--- src/verilog/udbbg_defines.svh ---
/*
  constant header for the uart data buffer and baud generator.
  assumes it is included by bare name from design and bench files.
*/
`ifndef UDBBG_DEFINES_SVH
`define UDBBG_DEFINES_SVH

// ------------------------------------------------------------
// register byte addresses (printed offset 0x99 is not word aligned)
// ------------------------------------------------------------
`define UDBBG_IDX_DATA 8'h99
`define UDBBG_ADDR_DATA 12'h264
`define UDBBG_ADDR_CTRL 12'h000
`define UDBBG_ADDR_STAT 12'h004
`define UDBBG_ADDR_MASK 12'h008
`define UDBBG_ADDR_RELOAD 12'h00c

// ------------------------------------------------------------
// field positions and reset values
// ------------------------------------------------------------
`define UDBBG_CTRL_PRESC_LSB 0
`define UDBBG_CTRL_CORESEL 2
`define UDBBG_CTRL_RXEN 3
`define UDBBG_STAT_RXDONE 0
`define UDBBG_STAT_TXDONE 1
`define UDBBG_STAT_TXBUSY 2
`define UDBBG_RST_DATA 8'h00
`define UDBBG_RST_CTRL 4'h0
`define UDBBG_RST_RELOAD 8'h00

// ------------------------------------------------------------
// prescale divide counts (minus one) and the oversample count
// ------------------------------------------------------------
`define UDBBG_DIV12_M1 6'h0b
`define UDBBG_DIV4_M1 6'h03
`define UDBBG_DIV48_M1 6'h2f
`define UDBBG_EXT8_M1 6'h07
`define UDBBG_SAMPLES 5'h10

`endif

--- src/verilog/udbbg_pkg.sv ---
/*
  types shared by the uart data buffer design.
  assumes nothing beyond a systemverilog compiler.
*/
package udbbg_pkg;

  // prescale codes of the baud timer input
  typedef enum logic [1:0] {
    UDBBG_PS_DIV12 = 2'b00,
    UDBBG_PS_DIV4 = 2'b01,
    UDBBG_PS_DIV48 = 2'b10,
    UDBBG_PS_EXT8 = 2'b11
  } udbbg_presc_t;

  // transmit and receive sequencer states
  typedef enum logic [1:0] {
    UDBBG_IDLE = 2'b00,
    UDBBG_START = 2'b01,
    UDBBG_DATA = 2'b10,
    UDBBG_STOP = 2'b11
  } udbbg_state_t;

endpackage : udbbg_pkg

--- src/verilog/udbbg_baud.sv ---
/*
  baud tick generator: prescaler then 8-bit reload timer.
  assumes ext_clk_sync is already synchronised to clk_sys.
*/
`timescale 1ns/10ps
`include "udbbg_defines.svh"

module udbbg_baud
  import udbbg_pkg::*;
(
  // clock and reset
  input wire logic clk_sys,
  input wire logic rst,
  // configuration
  input wire logic [1:0] timer_prescale_select,
  input wire logic timer1_core_clock_select,
  input wire logic [7:0] reload,
  input wire logic ext_clk_sync,
  // ticks at sixteen times the bit rate
  output logic os_tick
);

  logic [5:0] pre_cnt_q;
  logic [5:0] pre_lim;
  logic ext_q;
  logic ext8_tick;
  logic pre_tick;
  logic [7:0] tmr_q;
  logic half_q;
  logic [5:0] ext_cnt_q;

  // prescale limit from the select code
  always_comb begin
    case (udbbg_presc_t'(timer_prescale_select))
      UDBBG_PS_DIV12: pre_lim = `UDBBG_DIV12_M1;
      UDBBG_PS_DIV4: pre_lim = `UDBBG_DIV4_M1;
      UDBBG_PS_DIV48: pre_lim = `UDBBG_DIV48_M1;
      default: pre_lim = `UDBBG_DIV4_M1;
    endcase
  end

  // system clock prescaler
  always_ff @(posedge clk_sys) begin
    if (rst || pre_cnt_q >= pre_lim) begin
      pre_cnt_q <= 6'h00;
    end else begin
      pre_cnt_q <= pre_cnt_q + 6'h01;
    end
  end

  // external clock divide by eight, counted on rising edges
  always_ff @(posedge clk_sys) begin
    if (rst) begin
      ext_q <= 1'b0;
      ext_cnt_q <= 6'h00;
    end else begin
      ext_q <= ext_clk_sync;
      if (ext_clk_sync && !ext_q) begin
        ext_cnt_q <= (ext_cnt_q >= `UDBBG_EXT8_M1) ? 6'h00 : ext_cnt_q + 6'h01;
      end
    end
  end
  assign ext8_tick = ext_clk_sync && !ext_q && (ext_cnt_q == `UDBBG_EXT8_M1);

  // core clock select bypasses the prescaler entirely
  assign pre_tick = timer1_core_clock_select ? 1'b1 :
    (timer_prescale_select == UDBBG_PS_EXT8) ? ext8_tick :
    (pre_cnt_q == pre_lim);

  // reload timer; overflow every (256 - reload) inputs, halved to a tick
  always_ff @(posedge clk_sys) begin
    if (rst) begin
      tmr_q <= `UDBBG_RST_RELOAD;
      half_q <= 1'b0;
      os_tick <= 1'b0;
    end else begin
      os_tick <= 1'b0;
      if (pre_tick) begin
        if (tmr_q == 8'hff) begin
          tmr_q <= reload;
          half_q <= !half_q;
          os_tick <= half_q;
        end else begin
          tmr_q <= tmr_q + 8'h01;
        end
      end
    end
  end

endmodule : udbbg_baud

--- src/verilog/udbbg_top.sv ---
/*
  uart data buffer, baud timing and an apb register slave.
  assumes apb master on clk_sys; rx pin and external clock asynchronous.
*/
`timescale 1ns/10ps
`include "udbbg_defines.svh"

// How it works
// - one data buffer address writes the transmit shifter and reads the receive latch.
// - a written byte sits in the transmit shifter until shifted out or overwritten by the next write.
// - each write of the data buffer starts a frame at once.
// - a read of the data buffer gives the last received byte, never tx data.
// - with core select low the prescale code picks clk/12, clk/4, clk/48 or ext/8.
// - with core select high the timer runs on the system clock, code ignored.
// - receive and transmit done flags are set by hardware and cleared by software.
module udbbg_top
  import udbbg_pkg::*;
(
  // clock and reset
  input wire logic clk_sys,
  input wire logic rst,
  // apb slave
  input wire logic psel,
  input wire logic penable,
  input wire logic pwrite,
  input wire logic [11:0] paddr,
  input wire logic [31:0] pwdata,
  output logic [31:0] prdata,
  output logic pready,
  output logic pslverr,
  // serial link and external oscillator
  input wire logic rx_pin,
  input wire logic external_osc_clock,
  output logic tx_pin,
  // interrupt
  output logic irq
);

  // ------------------------------------------------------------
  // registers and synchronisers
  // ------------------------------------------------------------
  logic [3:0] ctrl_q;
  logic [7:0] reload_q;
  logic [1:0] stat_q;
  logic [1:0] mask_q;
  logic [7:0] rx_latch_q;
  logic rx_s1_q, rx_s2_q, ext_s1_q, ext_s2_q;
  logic os_tick;
  logic wr_en, rd_en;
  logic tx_set, rx_set;
  // transmitter state, declared here because the read mux shows the busy bit
  udbbg_state_t tx_st_q;
  logic [7:0] tx_sh_q;
  logic [3:0] tx_os_q;
  logic [2:0] tx_bit_q;
  logic tx_busy;
  assign tx_busy = (tx_st_q != UDBBG_IDLE);

  function automatic logic hit(input logic [11:0] a, input logic [11:0] r);
    hit = (a == r);
  endfunction : hit

  // pins cross two flops before use
  always_ff @(posedge clk_sys) begin
    if (rst) begin
      rx_s1_q <= 1'b1;
      rx_s2_q <= 1'b1;
      ext_s1_q <= 1'b0;
      ext_s2_q <= 1'b0;
    end else begin
      rx_s1_q <= rx_pin;
      rx_s2_q <= rx_s1_q;
      ext_s1_q <= external_osc_clock;
      ext_s2_q <= ext_s1_q;
    end
  end

  udbbg_baud u_baud (
    .clk_sys(clk_sys),
    .rst(rst),
    .timer_prescale_select(ctrl_q[`UDBBG_CTRL_PRESC_LSB +: 2]),
    .timer1_core_clock_select(ctrl_q[`UDBBG_CTRL_CORESEL]),
    .reload(reload_q),
    .ext_clk_sync(ext_s2_q),
    .os_tick(os_tick)
  );

  // ------------------------------------------------------------
  // apb slave: zero wait, answer in the access cycle
  // ------------------------------------------------------------
  assign wr_en = psel && penable && pwrite && pready;
  assign rd_en = psel && penable && !pwrite && pready;

  // pready pulses for the access cycle only, registered
  always_ff @(posedge clk_sys) begin
    if (rst) begin
      pready <= 1'b0;
    end else begin
      pready <= psel && !penable;
    end
  end

  // read mux registered in the setup cycle
  always_ff @(posedge clk_sys) begin
    if (rst) begin
      prdata <= 32'h0000_0000;
      pslverr <= 1'b0;
    end else if (psel && !penable) begin
      prdata <= 32'h0000_0000;
      pslverr <= 1'b0;
      if (hit(paddr, `UDBBG_ADDR_DATA)) begin
        prdata <= {24'h000000, rx_latch_q};
      end else if (hit(paddr, `UDBBG_ADDR_CTRL)) begin
        prdata <= {28'h0000000, ctrl_q};
      end else if (hit(paddr, `UDBBG_ADDR_STAT)) begin
        prdata <= {29'h00000000, tx_busy, stat_q};
      end else if (hit(paddr, `UDBBG_ADDR_MASK)) begin
        prdata <= {30'h00000000, mask_q};
      end else if (hit(paddr, `UDBBG_ADDR_RELOAD)) begin
        prdata <= {24'h000000, reload_q};
      end else begin
        pslverr <= 1'b1; // unmapped address
      end
    end
  end

  // software configuration
  always_ff @(posedge clk_sys) begin
    if (rst) begin
      ctrl_q <= `UDBBG_RST_CTRL;
      reload_q <= `UDBBG_RST_RELOAD;
      mask_q <= 2'b00;
    end else if (wr_en) begin
      if (hit(paddr, `UDBBG_ADDR_CTRL)) ctrl_q <= pwdata[3:0];
      if (hit(paddr, `UDBBG_ADDR_RELOAD)) reload_q <= pwdata[7:0];
      if (hit(paddr, `UDBBG_ADDR_MASK)) mask_q <= pwdata[1:0];
    end
  end

  // sticky done flags, read of status clears, a new set wins
  always_ff @(posedge clk_sys) begin
    if (rst) begin
      stat_q <= 2'b00;
    end else begin
      if (rd_en && hit(paddr, `UDBBG_ADDR_STAT)) stat_q <= 2'b00;
      if (rx_set) stat_q[`UDBBG_STAT_RXDONE] <= 1'b1;
      if (tx_set) stat_q[`UDBBG_STAT_TXDONE] <= 1'b1;
    end
  end

  always_ff @(posedge clk_sys) begin
    if (rst) irq <= 1'b0;
    else irq <= |((stat_q | {tx_set, rx_set}) & mask_q);
  end

  // ------------------------------------------------------------
  // transmitter: 8n1, lsb first
  // ------------------------------------------------------------
  // a write restarts the frame even mid-transfer: the byte in flight is dropped without a flag
  always_ff @(posedge clk_sys) begin
    if (rst) begin
      tx_st_q <= UDBBG_IDLE;
      tx_sh_q <= `UDBBG_RST_DATA;
      tx_os_q <= 4'h0;
      tx_bit_q <= 3'h0;
      tx_pin <= 1'b1;
      tx_set <= 1'b0;
    end else begin
      tx_set <= 1'b0;
      if (wr_en && hit(paddr, `UDBBG_ADDR_DATA)) begin
        tx_sh_q <= pwdata[7:0];
        tx_st_q <= UDBBG_START;
        tx_os_q <= 4'h0;
        tx_pin <= 1'b0;
      end else if (os_tick && tx_busy) begin
        tx_os_q <= tx_os_q + 4'h1;
        if (tx_os_q == 4'hf) begin
          case (tx_st_q)
            UDBBG_START: begin
              tx_st_q <= UDBBG_DATA;
              tx_bit_q <= 3'h0;
              tx_pin <= tx_sh_q[0];
            end
            UDBBG_DATA: begin
              tx_sh_q <= {1'b0, tx_sh_q[7:1]};
              tx_bit_q <= tx_bit_q + 3'h1;
              if (tx_bit_q == 3'h7) begin
                tx_st_q <= UDBBG_STOP;
                tx_pin <= 1'b1;
                tx_set <= 1'b1;
              end else begin
                tx_pin <= tx_sh_q[1];
              end
            end
            default: tx_st_q <= UDBBG_IDLE;
          endcase
        end
      end
    end
  end

  // ------------------------------------------------------------
  // receiver: samples mid-bit on the oversample ticks
  // ------------------------------------------------------------
  udbbg_state_t rx_st_q;
  logic [7:0] rx_sh_q;
  logic [3:0] rx_os_q;
  logic [2:0] rx_bit_q;

  always_ff @(posedge clk_sys) begin
    if (rst) begin
      rx_st_q <= UDBBG_IDLE;
      rx_sh_q <= 8'h00;
      rx_os_q <= 4'h0;
      rx_bit_q <= 3'h0;
      rx_latch_q <= `UDBBG_RST_DATA;
      rx_set <= 1'b0;
    end else begin
      rx_set <= 1'b0;
      if (os_tick) begin
        rx_os_q <= rx_os_q + 4'h1;
        case (rx_st_q)
          UDBBG_IDLE: begin
            rx_os_q <= 4'h0;
            if (!rx_s2_q && ctrl_q[`UDBBG_CTRL_RXEN]) rx_st_q <= UDBBG_START;
          end
          UDBBG_START: if (rx_os_q == 4'h7) begin
            rx_os_q <= 4'h0;
            rx_bit_q <= 3'h0;
            rx_st_q <= rx_s2_q ? UDBBG_IDLE : UDBBG_DATA; // glitch rejected
          end
          UDBBG_DATA: if (rx_os_q == 4'hf) begin
            rx_sh_q <= {rx_s2_q, rx_sh_q[7:1]};
            rx_bit_q <= rx_bit_q + 3'h1;
            if (rx_bit_q == 3'h7) rx_st_q <= UDBBG_STOP;
          end
          UDBBG_STOP: if (rx_os_q == 4'hf) begin
            rx_st_q <= UDBBG_IDLE;
            rx_latch_q <= rx_sh_q;
            rx_set <= 1'b1;
          end
          default: rx_st_q <= UDBBG_IDLE;
        endcase
      end
    end
  end

endmodule : udbbg_top
--- config.mk ---
export PLATFORM = sky130hd
export DESIGN_NAME = udbbg_top
export DESIGN_NICKNAME = d
export VERILOG_FILES = /design/src/verilog/udbbg_pkg.sv /design/src/verilog/udbbg_baud.sv /design/src/verilog/udbbg_top.sv
export VERILOG_INCLUDE_DIRS = /design/src /design/src/verilog
export SDC_FILE = /design/constraint.sdc
export NUM_CORES = 1
export LEC_CHECK = 0
export ABC_CLOCK_PERIOD_IN_PS = 5100
export BUFFER_PORTS_ARGS = -buffer_cell sky130_fd_sc_hd__buf_2
export CORE_AREA = 2 2 130 132
export CTS_CLUSTER_DIAMETER = 100
export CTS_CLUSTER_SIZE = 8
export DETAILED_ROUTE_END_ITERATION = 7
export DIE_AREA = 0 0 132 134
export SYNTH_ARGS = -nofsm -noshare
export SYNTH_HDL_FRONTEND = slang
export SYNTH_SLANG_ARGS = --single-unit
--- constraint.sdc ---
create_clock -name clk_sys -period 5.1 [get_ports clk_sys]
set_clock_uncertainty 0.15 [all_clocks]
set_input_delay 0.255 -clock clk_sys [delete_from_list [all_inputs] [get_ports clk_sys]]
set_output_delay 0.255 -clock clk_sys [all_outputs]
set_load 0.01 [all_outputs]
==> metrics.md, run 1 <==
| Metric | Value |
|---|---|
| Status | `finished, final reports clean` |
| Via Count | `3873` |
| Layout cells sized above 1 | `11.56%` |
| Maximum net fanout on the critical path | `8` |
| #FFs+latches synth | `99` |
| RSZ-0062 raised after global routing | `no` |
| CP Class | `reg -> reg` |
| Initial antenna violation count | `0` |
| Critical path required time | `5.19 ns` |
| Clock power share | `41.4%` |
| Worst-path clk slew | `0.06 ns` |
| Core area | `0.01629 mm^2` |
| Critical Path Slowest Stage Cell | `a41oi_1` |
| Crit-path max cell delay | `0.70 ns` |
| Max rail drop VDD | `175.1 uV` |
| Worst Hold Launch | `pwdata[7]` |
| Die width | `132 um` |
| Final Cycle Share | `53.32%` |
| Clk Latency, worst-skew pair | `0.34 ns` |
| Fin util | `32.58%` |
| Placed Cells | `776` |
| PD cells | `276.5 mW/mm^2` |
| Synthesized area per cell | `8.708 um^2` |
| Post-Syn Instances | `548` |
| Hold Path Depth | `3` |
| CTS tree | `built` |
| Setup violators final | `0` |
| Max_slew headroom | `21.32%` |
| Commonest cells in the netlist | `dfxtp_1 (99), nor2_1 (48), a21oi_1 (47)` |
| Clock tree buffer depth | `2` |
| Switch Pwr | `0.3259 mW` |
| Register area | `0.001982 mm^2` |
| Int Power | `1.142 mW` |
| Met2 usage | `18.06%` |
| Pre-antenna DRT Iters | `5` |
| Reg2Reg Setup Slack | `2.38 ns` |
| Syn Std Cell Area | `0.004772 mm^2` |
| CTS H-tree lvls | `3` |
| Final #Nets | `635` |
| Area of the multi-input gates | `0.002534 mm^2` |
| Fmax achieved | `367.7 MHz` |
| Reg-to-reg critical path endpoint | `u_baud.tmr_q[4]` |
| Leakage | `1.993 nW` |
| Rows | `47` |
| P&R area growth vs syn | `11.22%` |
| Yosys warns | `0` |
| Drc violations | `0` |
| DRT iter0 DRCs | `240` |
| Crit path DAT | `2.81 ns` |
| Fin Setup TNS | `0 ns` |
| Initial Util | `29.30%` |
| Setup Buffers After CTS | `0` |
| Minimum clock period | `2.720 ns` |
| Port Buffer Count | `38` |
| Register-to-Register Path Depth | `6` |
| Fin. Hold Viols | `0` |
| Non-filler instance count after layout | `791` |
| IO Pins | `87` |
| Antenna cells | `0` |
| GPL Wtd Cong | `0.8117` |
| Die ar. | `0.01769 mm^2` |
| M3 GR Usage | `2.948%` |
| Final HPWL DP | `7566 um` |
| Worst slew pin tran | `1.170 ns` |
| Total number of clock tree sinks | `99` |
| Via density | `4.896` |
| CP Capture Type | `flop` |
| Fill count | `1743` |
| Max_cap viols | `0` |
| Combinational share of power | `5.0%` |
| R2R Path Start | `ctrl_q[0]` |
| Vias in the first global route | `3494` |
| Post-Route WL | `10520 um` |
| Drt wl/cell | `13.30 um` |
| Global Route Usage Sum | `12.13%` |
| Num CTS Buffers | `9` |
| Yosys top cell area share | `41.53%` |
| First-pass GRT wire length | `17600 um` |
| Flop pwr share | `53.6%` |
| Yosys top cell by area | `dfxtp_1` |
| Remaining global-route overflow | `0` |
| Total chip power | `1.468 mW` |
| Synth cell types | `61` |
| Seq/Total Area, Yosys | `41.53%` |
| Switching Share | `22.21%` |
| Most Used Layer, Global Route | `met2` |
| Die Span Y | `134 um` |
| Ys flop type | `dfxtp_1` |
| Hold EP | `tx_sh_q[7]` |
| Met1 Use GR | `17.74%` |
| Post-synth ARST share | `0%` |
| Detail Route Antenna Nets | `0` |
| Post-CTS sizing | `0` |
| EDFF count, synth | `0` |
| Root buf cell | `clkbuf_16` |
| Most common cell in the netlist | `dfxtp_1` |
| Startpoint types | `flop` |
| Pin count of the biggest net entering global routing | `74` |
| Hold WC Path Type | `in -> reg` |
| Top post-synthesis cells by area | `dfxtp_1 (42%), mux2i_1 (6.1%), a21oi_1 (4.9%), nand3_1 (4.1%), ha_1 (3.9%)` |
| CP Cell Sequence | `nand2b_1 -> ha_1 -> and2_1 -> a41oi_1 -> a21boi_0 -> a221oi_1` |
| Max-slew violations | `0` |
==> cell usage in the layout, fill, tap and decap left out, types with 3 or more instances in the layout <==
master,instances
and2_1,4
o21ai_0,34
nor2b_1,10
a21oi_1,47
nand2_1,27
mux2i_1,29
o211ai_1,5
ha_1,15
nand2b_1,9
buf_2,38
or2_2,4
nand3_1,39
nor4_1,3
clkbuf_16,9
nand4_1,4
xor2_1,5
conb_1,24
a211o_1,4
nor3_1,14
a211oi_1,3
nand3b_1,6
inv_1,11
dfxtp_1,99
a21o_1,5
xnor2_1,5
a221oi_1,6
a31oi_1,6
clkbuf_1,3
o31ai_1,7
and3_1,4
or3_1,4
nor2_1,48
==> how the worst max path moves through the flow <==
stage,startpoint,endpoint,cells after the start
2_1_floorplan,ctrl_q[0],u_baud.tmr_q[4],6
3_3_place_gp,paddr[1],tx_pin,5
3_5_place_dp,paddr[1],tx_pin,5
4_1_cts,ctrl_q[0],u_baud.tmr_q[4],6
5_1_grt,ctrl_q[0],u_baud.tmr_q[4],6
6_report,ctrl_q[0],u_baud.tmr_q[4],6
==> critical path: cells and delay by family, from the launching register on <==
kind / cells / cell delay [ns]
AOI/OAI and AO/OA: 3 / 1.40
and+or+nand+nor: 2 / 0.38
DFF: 1 / 0.37
adders and majority gates: 1 / 0.31
==> layer usage <==
| metal | vias to the layer above | routed length, um |
|---|---|---|
| li1 | 1957 | - |
| met3 | 8 | 499 |
| met2 | 89 | 4572 |
| met1 | 1819 | 5371 |
| met5 | - | 0 |
| met4 | 0 | 78 |
==> layout make-up <==
| cell class | instances | area share (%) |
|---|---|---|
| clock buffers | 13 | 4.715 |
| inverters | 11 | 0.7779 |
| multi-input cells | 406 | 47.74 |
| flip-flops and latches | 99 | 37.34 |
| well taps | 220 | 5.186 |
| repair buffers | 42 | 4.243 |
==> registers in the layout, indices dropped and copies added, names as in the netlist, 2 cells and up, named ones only <==
| name | flops |
|---|---|
| u_baud.ext_cnt_q | 6 |
| stat_q | 2 |
| tx_bit_q | 3 |
| mask_q | 2 |
| rx_latch_q | 8 |
| rx_sh_q | 8 |
| u_baud.tmr_q | 8 |
| reload_q | 8 |
| rx_os_q | 4 |
| rx_bit_q | 3 |
| ctrl_q | 4 |
| u_baud.pre_cnt_q | 6 |
| tx_os_q | 4 |
| tx_sh_q | 8 |
| tx_st_q | 2 |
| prdata | 8 |
==> repair_timing <==
action,in CTS,in global routing
hold buffers,2,0
hold endpoints to repair,2,0
endpoints found under the setup margin,0,0
==> power by group through the flow <==
stage	combinational, mW	clock (mW)	sequential [mW]
5_1_grt	0.0827	0.654	0.787
2_1_floorplan	0.0575	0	0.804
6_report	0.0734	0.608	0.786
3_3_place_gp	0.0716	0	0.804
3_5_place_dp	0.0719	0	0.804
4_1_cts	0.0735	0.623	0.786
==> cells by family after synthesis <==
family | after synthesis | share of synthesized area (%)
and+or+nand+nor | 192 | 20.82
AOI/OAI and AO/OA | 132 | 16.99
DFF | 99 | 41.53
buffers and inverters | 66 | 7.315
muxes | 33 | 7.499
adders and majority gates | 15 | 3.933
xor gates and xnor gates | 10 | 1.835
other | 1 | 0.07858
==> stage by stage <==
stage / hold WS (ns) / instance area (um^2) / worst slack (ns)
finish: 0.04997 / 5308 / 2.380
global route: 0.07811 / 5308 / 2.153
CTS: 0.03778 / 5308 / 2.360
detailed placement: 0.2460 / 5037 / 2.295
global placement: 0.2424 / 5037 / 2.272
floorplan: 0.2088 / 4858 / 2.947
No activity file was read; power rests on OpenSTA's default activity.
==> run 2: changes to the inputs <==
- ABC_CLOCK_PERIOD_IN_PS: 5100 -> 2200
- clock period: 5.1 -> 2.2 ns (I/O delays scaled with it)
==> metrics.md, run 2 (synthesis results as in run 1) <==
| Metric | Value |
|---|---|
| Die Span Y | `134 um` |
| Max rail drop VDD | `441.4 uV` |
| Final #Nets | `659` |
| Fill count | `1748` |
| PD cells | `653.7 mW/mm^2` |
| Max_cap viols | `0` |
| Crit-path max cell delay | `0.31 ns` |
| Core area | `0.01629 mm^2` |
| DP Area | `0.005170 mm^2` |
| CTS tree | `built` |
| Total number of clock tree sinks | `99` |
| Int Power | `2.850 mW` |
| Critical path required time | `2.29 ns` |
| Worst-path clk slew | `0.07 ns` |
| Reg2Reg Setup Slack | `0.14 ns` |
| Vias in the first global route | `3626` |
| Worst slew pin tran | `0.5193 ns` |
| P&R area growth vs syn | `17.07%` |
| Antenna cells | `0` |
| Status | `finished, final reports clean` |
| Port Buffer Count | `38` |
| Drc violations | `0` |
| Layout cells sized above 1 | `15.05%` |
| Fin Setup TNS | `0 ns` |
| Critical Path Slowest Stage Cell | `ha_1` |
| Die ar. | `0.01769 mm^2` |
| CP Capture Type | `flop` |
| Fin. Hold Viols | `0` |
| DRT iter0 DRCs | `277` |
| CP Cell Sequence | `nand2b_1 -> ha_1 -> and2_1 -> a41oi_1 -> buf_4 -> a21boi_1 -> a221oi_1` |
| First-pass GRT wire length | `17850 um` |
| Clock tree buffer depth | `2` |
| Via density | `4.850` |
| Fin area | `0.005587 mm^2` |
| CP Class | `reg -> reg` |
| Top delay family on crit path | `compound AO/OA/AOI/OAI gates` |
| Num CTS Buffers | `9` |
| Detail Route Antenna Nets | `0` |
| Final worst slack | `0.1427 ns` |
| Total chip power | `3.652 mW` |
| GPL Wtd Cong | `0.8337` |
| IO Pins | `87` |
| Hold WC Path Type | `in -> reg` |
| Most frequent cells in the layout | `dfxtp_1 (99), nor2_1 (48), a21oi_1 (47), nand3_1 (39), buf_2 (38)` |
| Setup Buffers After CTS | `0` |
| Maximum net fanout on the critical path | `8` |
| Root buf cell | `clkbuf_16` |
| Commonest non-fill, non-tap cell in the layout | `dfxtp_1` |
| Final Cycle Share | `93.51%` |
| Clk Latency, worst-skew pair | `0.34 ns` |
| Initial antenna violation count | `0` |
| Via Count | `3967` |
| CTS H-tree lvls | `3` |
| Pre-antenna DRT Iters | `5` |
| Setup violators final | `0` |
| Max-slew violations | `0` |
| Setup WS pre-CTS | `0.08182 ns` |
| Clock power share | `44.9%` |
| Pin count of the biggest net entering global routing | `74` |
| Crit path buf inv count | `1` |
| Minimum clock period | `2.057 ns` |
| Combinational share of power | `5.2%` |
| Switching Share | `21.96%` |
| Drt wl/cell | `13.14 um` |
| Post-Route WL | `10750 um` |
| Fmax achieved | `486.1 MHz` |
| Flop pwr share | `49.9%` |
| Switch Pwr | `0.8018 mW` |
| Crit path DAT | `2.15 ns` |
| Initial Util | `29.30%` |
| Max_slew headroom | `65.06%` |
| Startpoint types | `flop` |
| Remaining global-route overflow | `0` |
| RSZ-0062 raised after global routing | `no` |
| Final HPWL DP | `7727 um` |
| Global Route Usage Sum | `12.22%` |
| Die width | `132 um` |
| Rows | `47` |
| Leakage | `2.141 nW` |
[run 2: final cells by class]
| cell class | instances | area (um^2) | area share [%] |
|---|---|---|---|
| clock inverters | 4 | 47.55 | 0.8511 |
| well taps | 220 | 275.3 | 4.927 |
| inverters | 11 | 41.29 | 0.7391 |
| repair buffers | 66 | 437.9 | 7.839 |
| multi-input cells | 406 | 2536 | 45.40 |
| flip-flops and latches | 99 | 1982 | 35.48 |
| clock buffers | 12 | 266.5 | 4.770 |
[run 2: path summary, 6_finish.rpt]
check                                from         endpoint  cells after the start
worst max register to register  ctrl_q[0]  u_baud.tmr_q[4]                      7
worst min register to register    rx_s1_q          rx_s2_q                      1
worst max-delay path            ctrl_q[0]  u_baud.tmr_q[4]                      7
worst min-delay path               pwrite        stat_q[0]                      4
[run 2: metrics by stage]
stage                     instances  hold slack (ns)  utilization (%)
final                           818          0.08151            34.30
after CTS                       818          0.07219            34.28
after global routing            818           0.1198            34.30
after detailed placement        792           0.1493            31.74
after global placement          792           0.1476            31.74
after floorplan                 571          0.06381                -
[run 2: power by group through the flow]
stage / combinational (mW) / sequential (mW) / clock, mW
final: 0.190 / 1.82 / 1.64
after global routing: 0.213 / 1.82 / 1.74
after CTS: 0.190 / 1.82 / 1.68
after detailed placement: 0.176 / 1.86 / 0
after global placement: 0.174 / 1.86 / 0
after floorplan: 0.133 / 1.86 / 0
[run 2: what timing repair did]
action / in CTS / in global routing
setup endpoints to repair: 0 / 4
gates resized for setup: 0 / 3
endpoints found under the hold margin: 24 / 0
hold buffers: 10 / 0
[run 2: worst register-to-register path, cell delays in order, from the launching register on]
cell and delay, ns:
dfxtp_1 0.30, nand2b_1 0.16, ha_1 0.31, and2_1 0.18, a41oi_1 0.24, buf_4 0.21
a21boi_1 0.12, a221oi_1 0.29
[run 2: routing by layer]
layer  share of wire (%)  GRT usage [%]  wire, um  up-vias
met4                 1.3          3.442       141        0
li1                    -              -         -     2012
met2                  43          18.37      4640       80
met3                 3.8          2.570       412       14
met1                  52          17.64      5556     1861
met5                   0              0         0        -
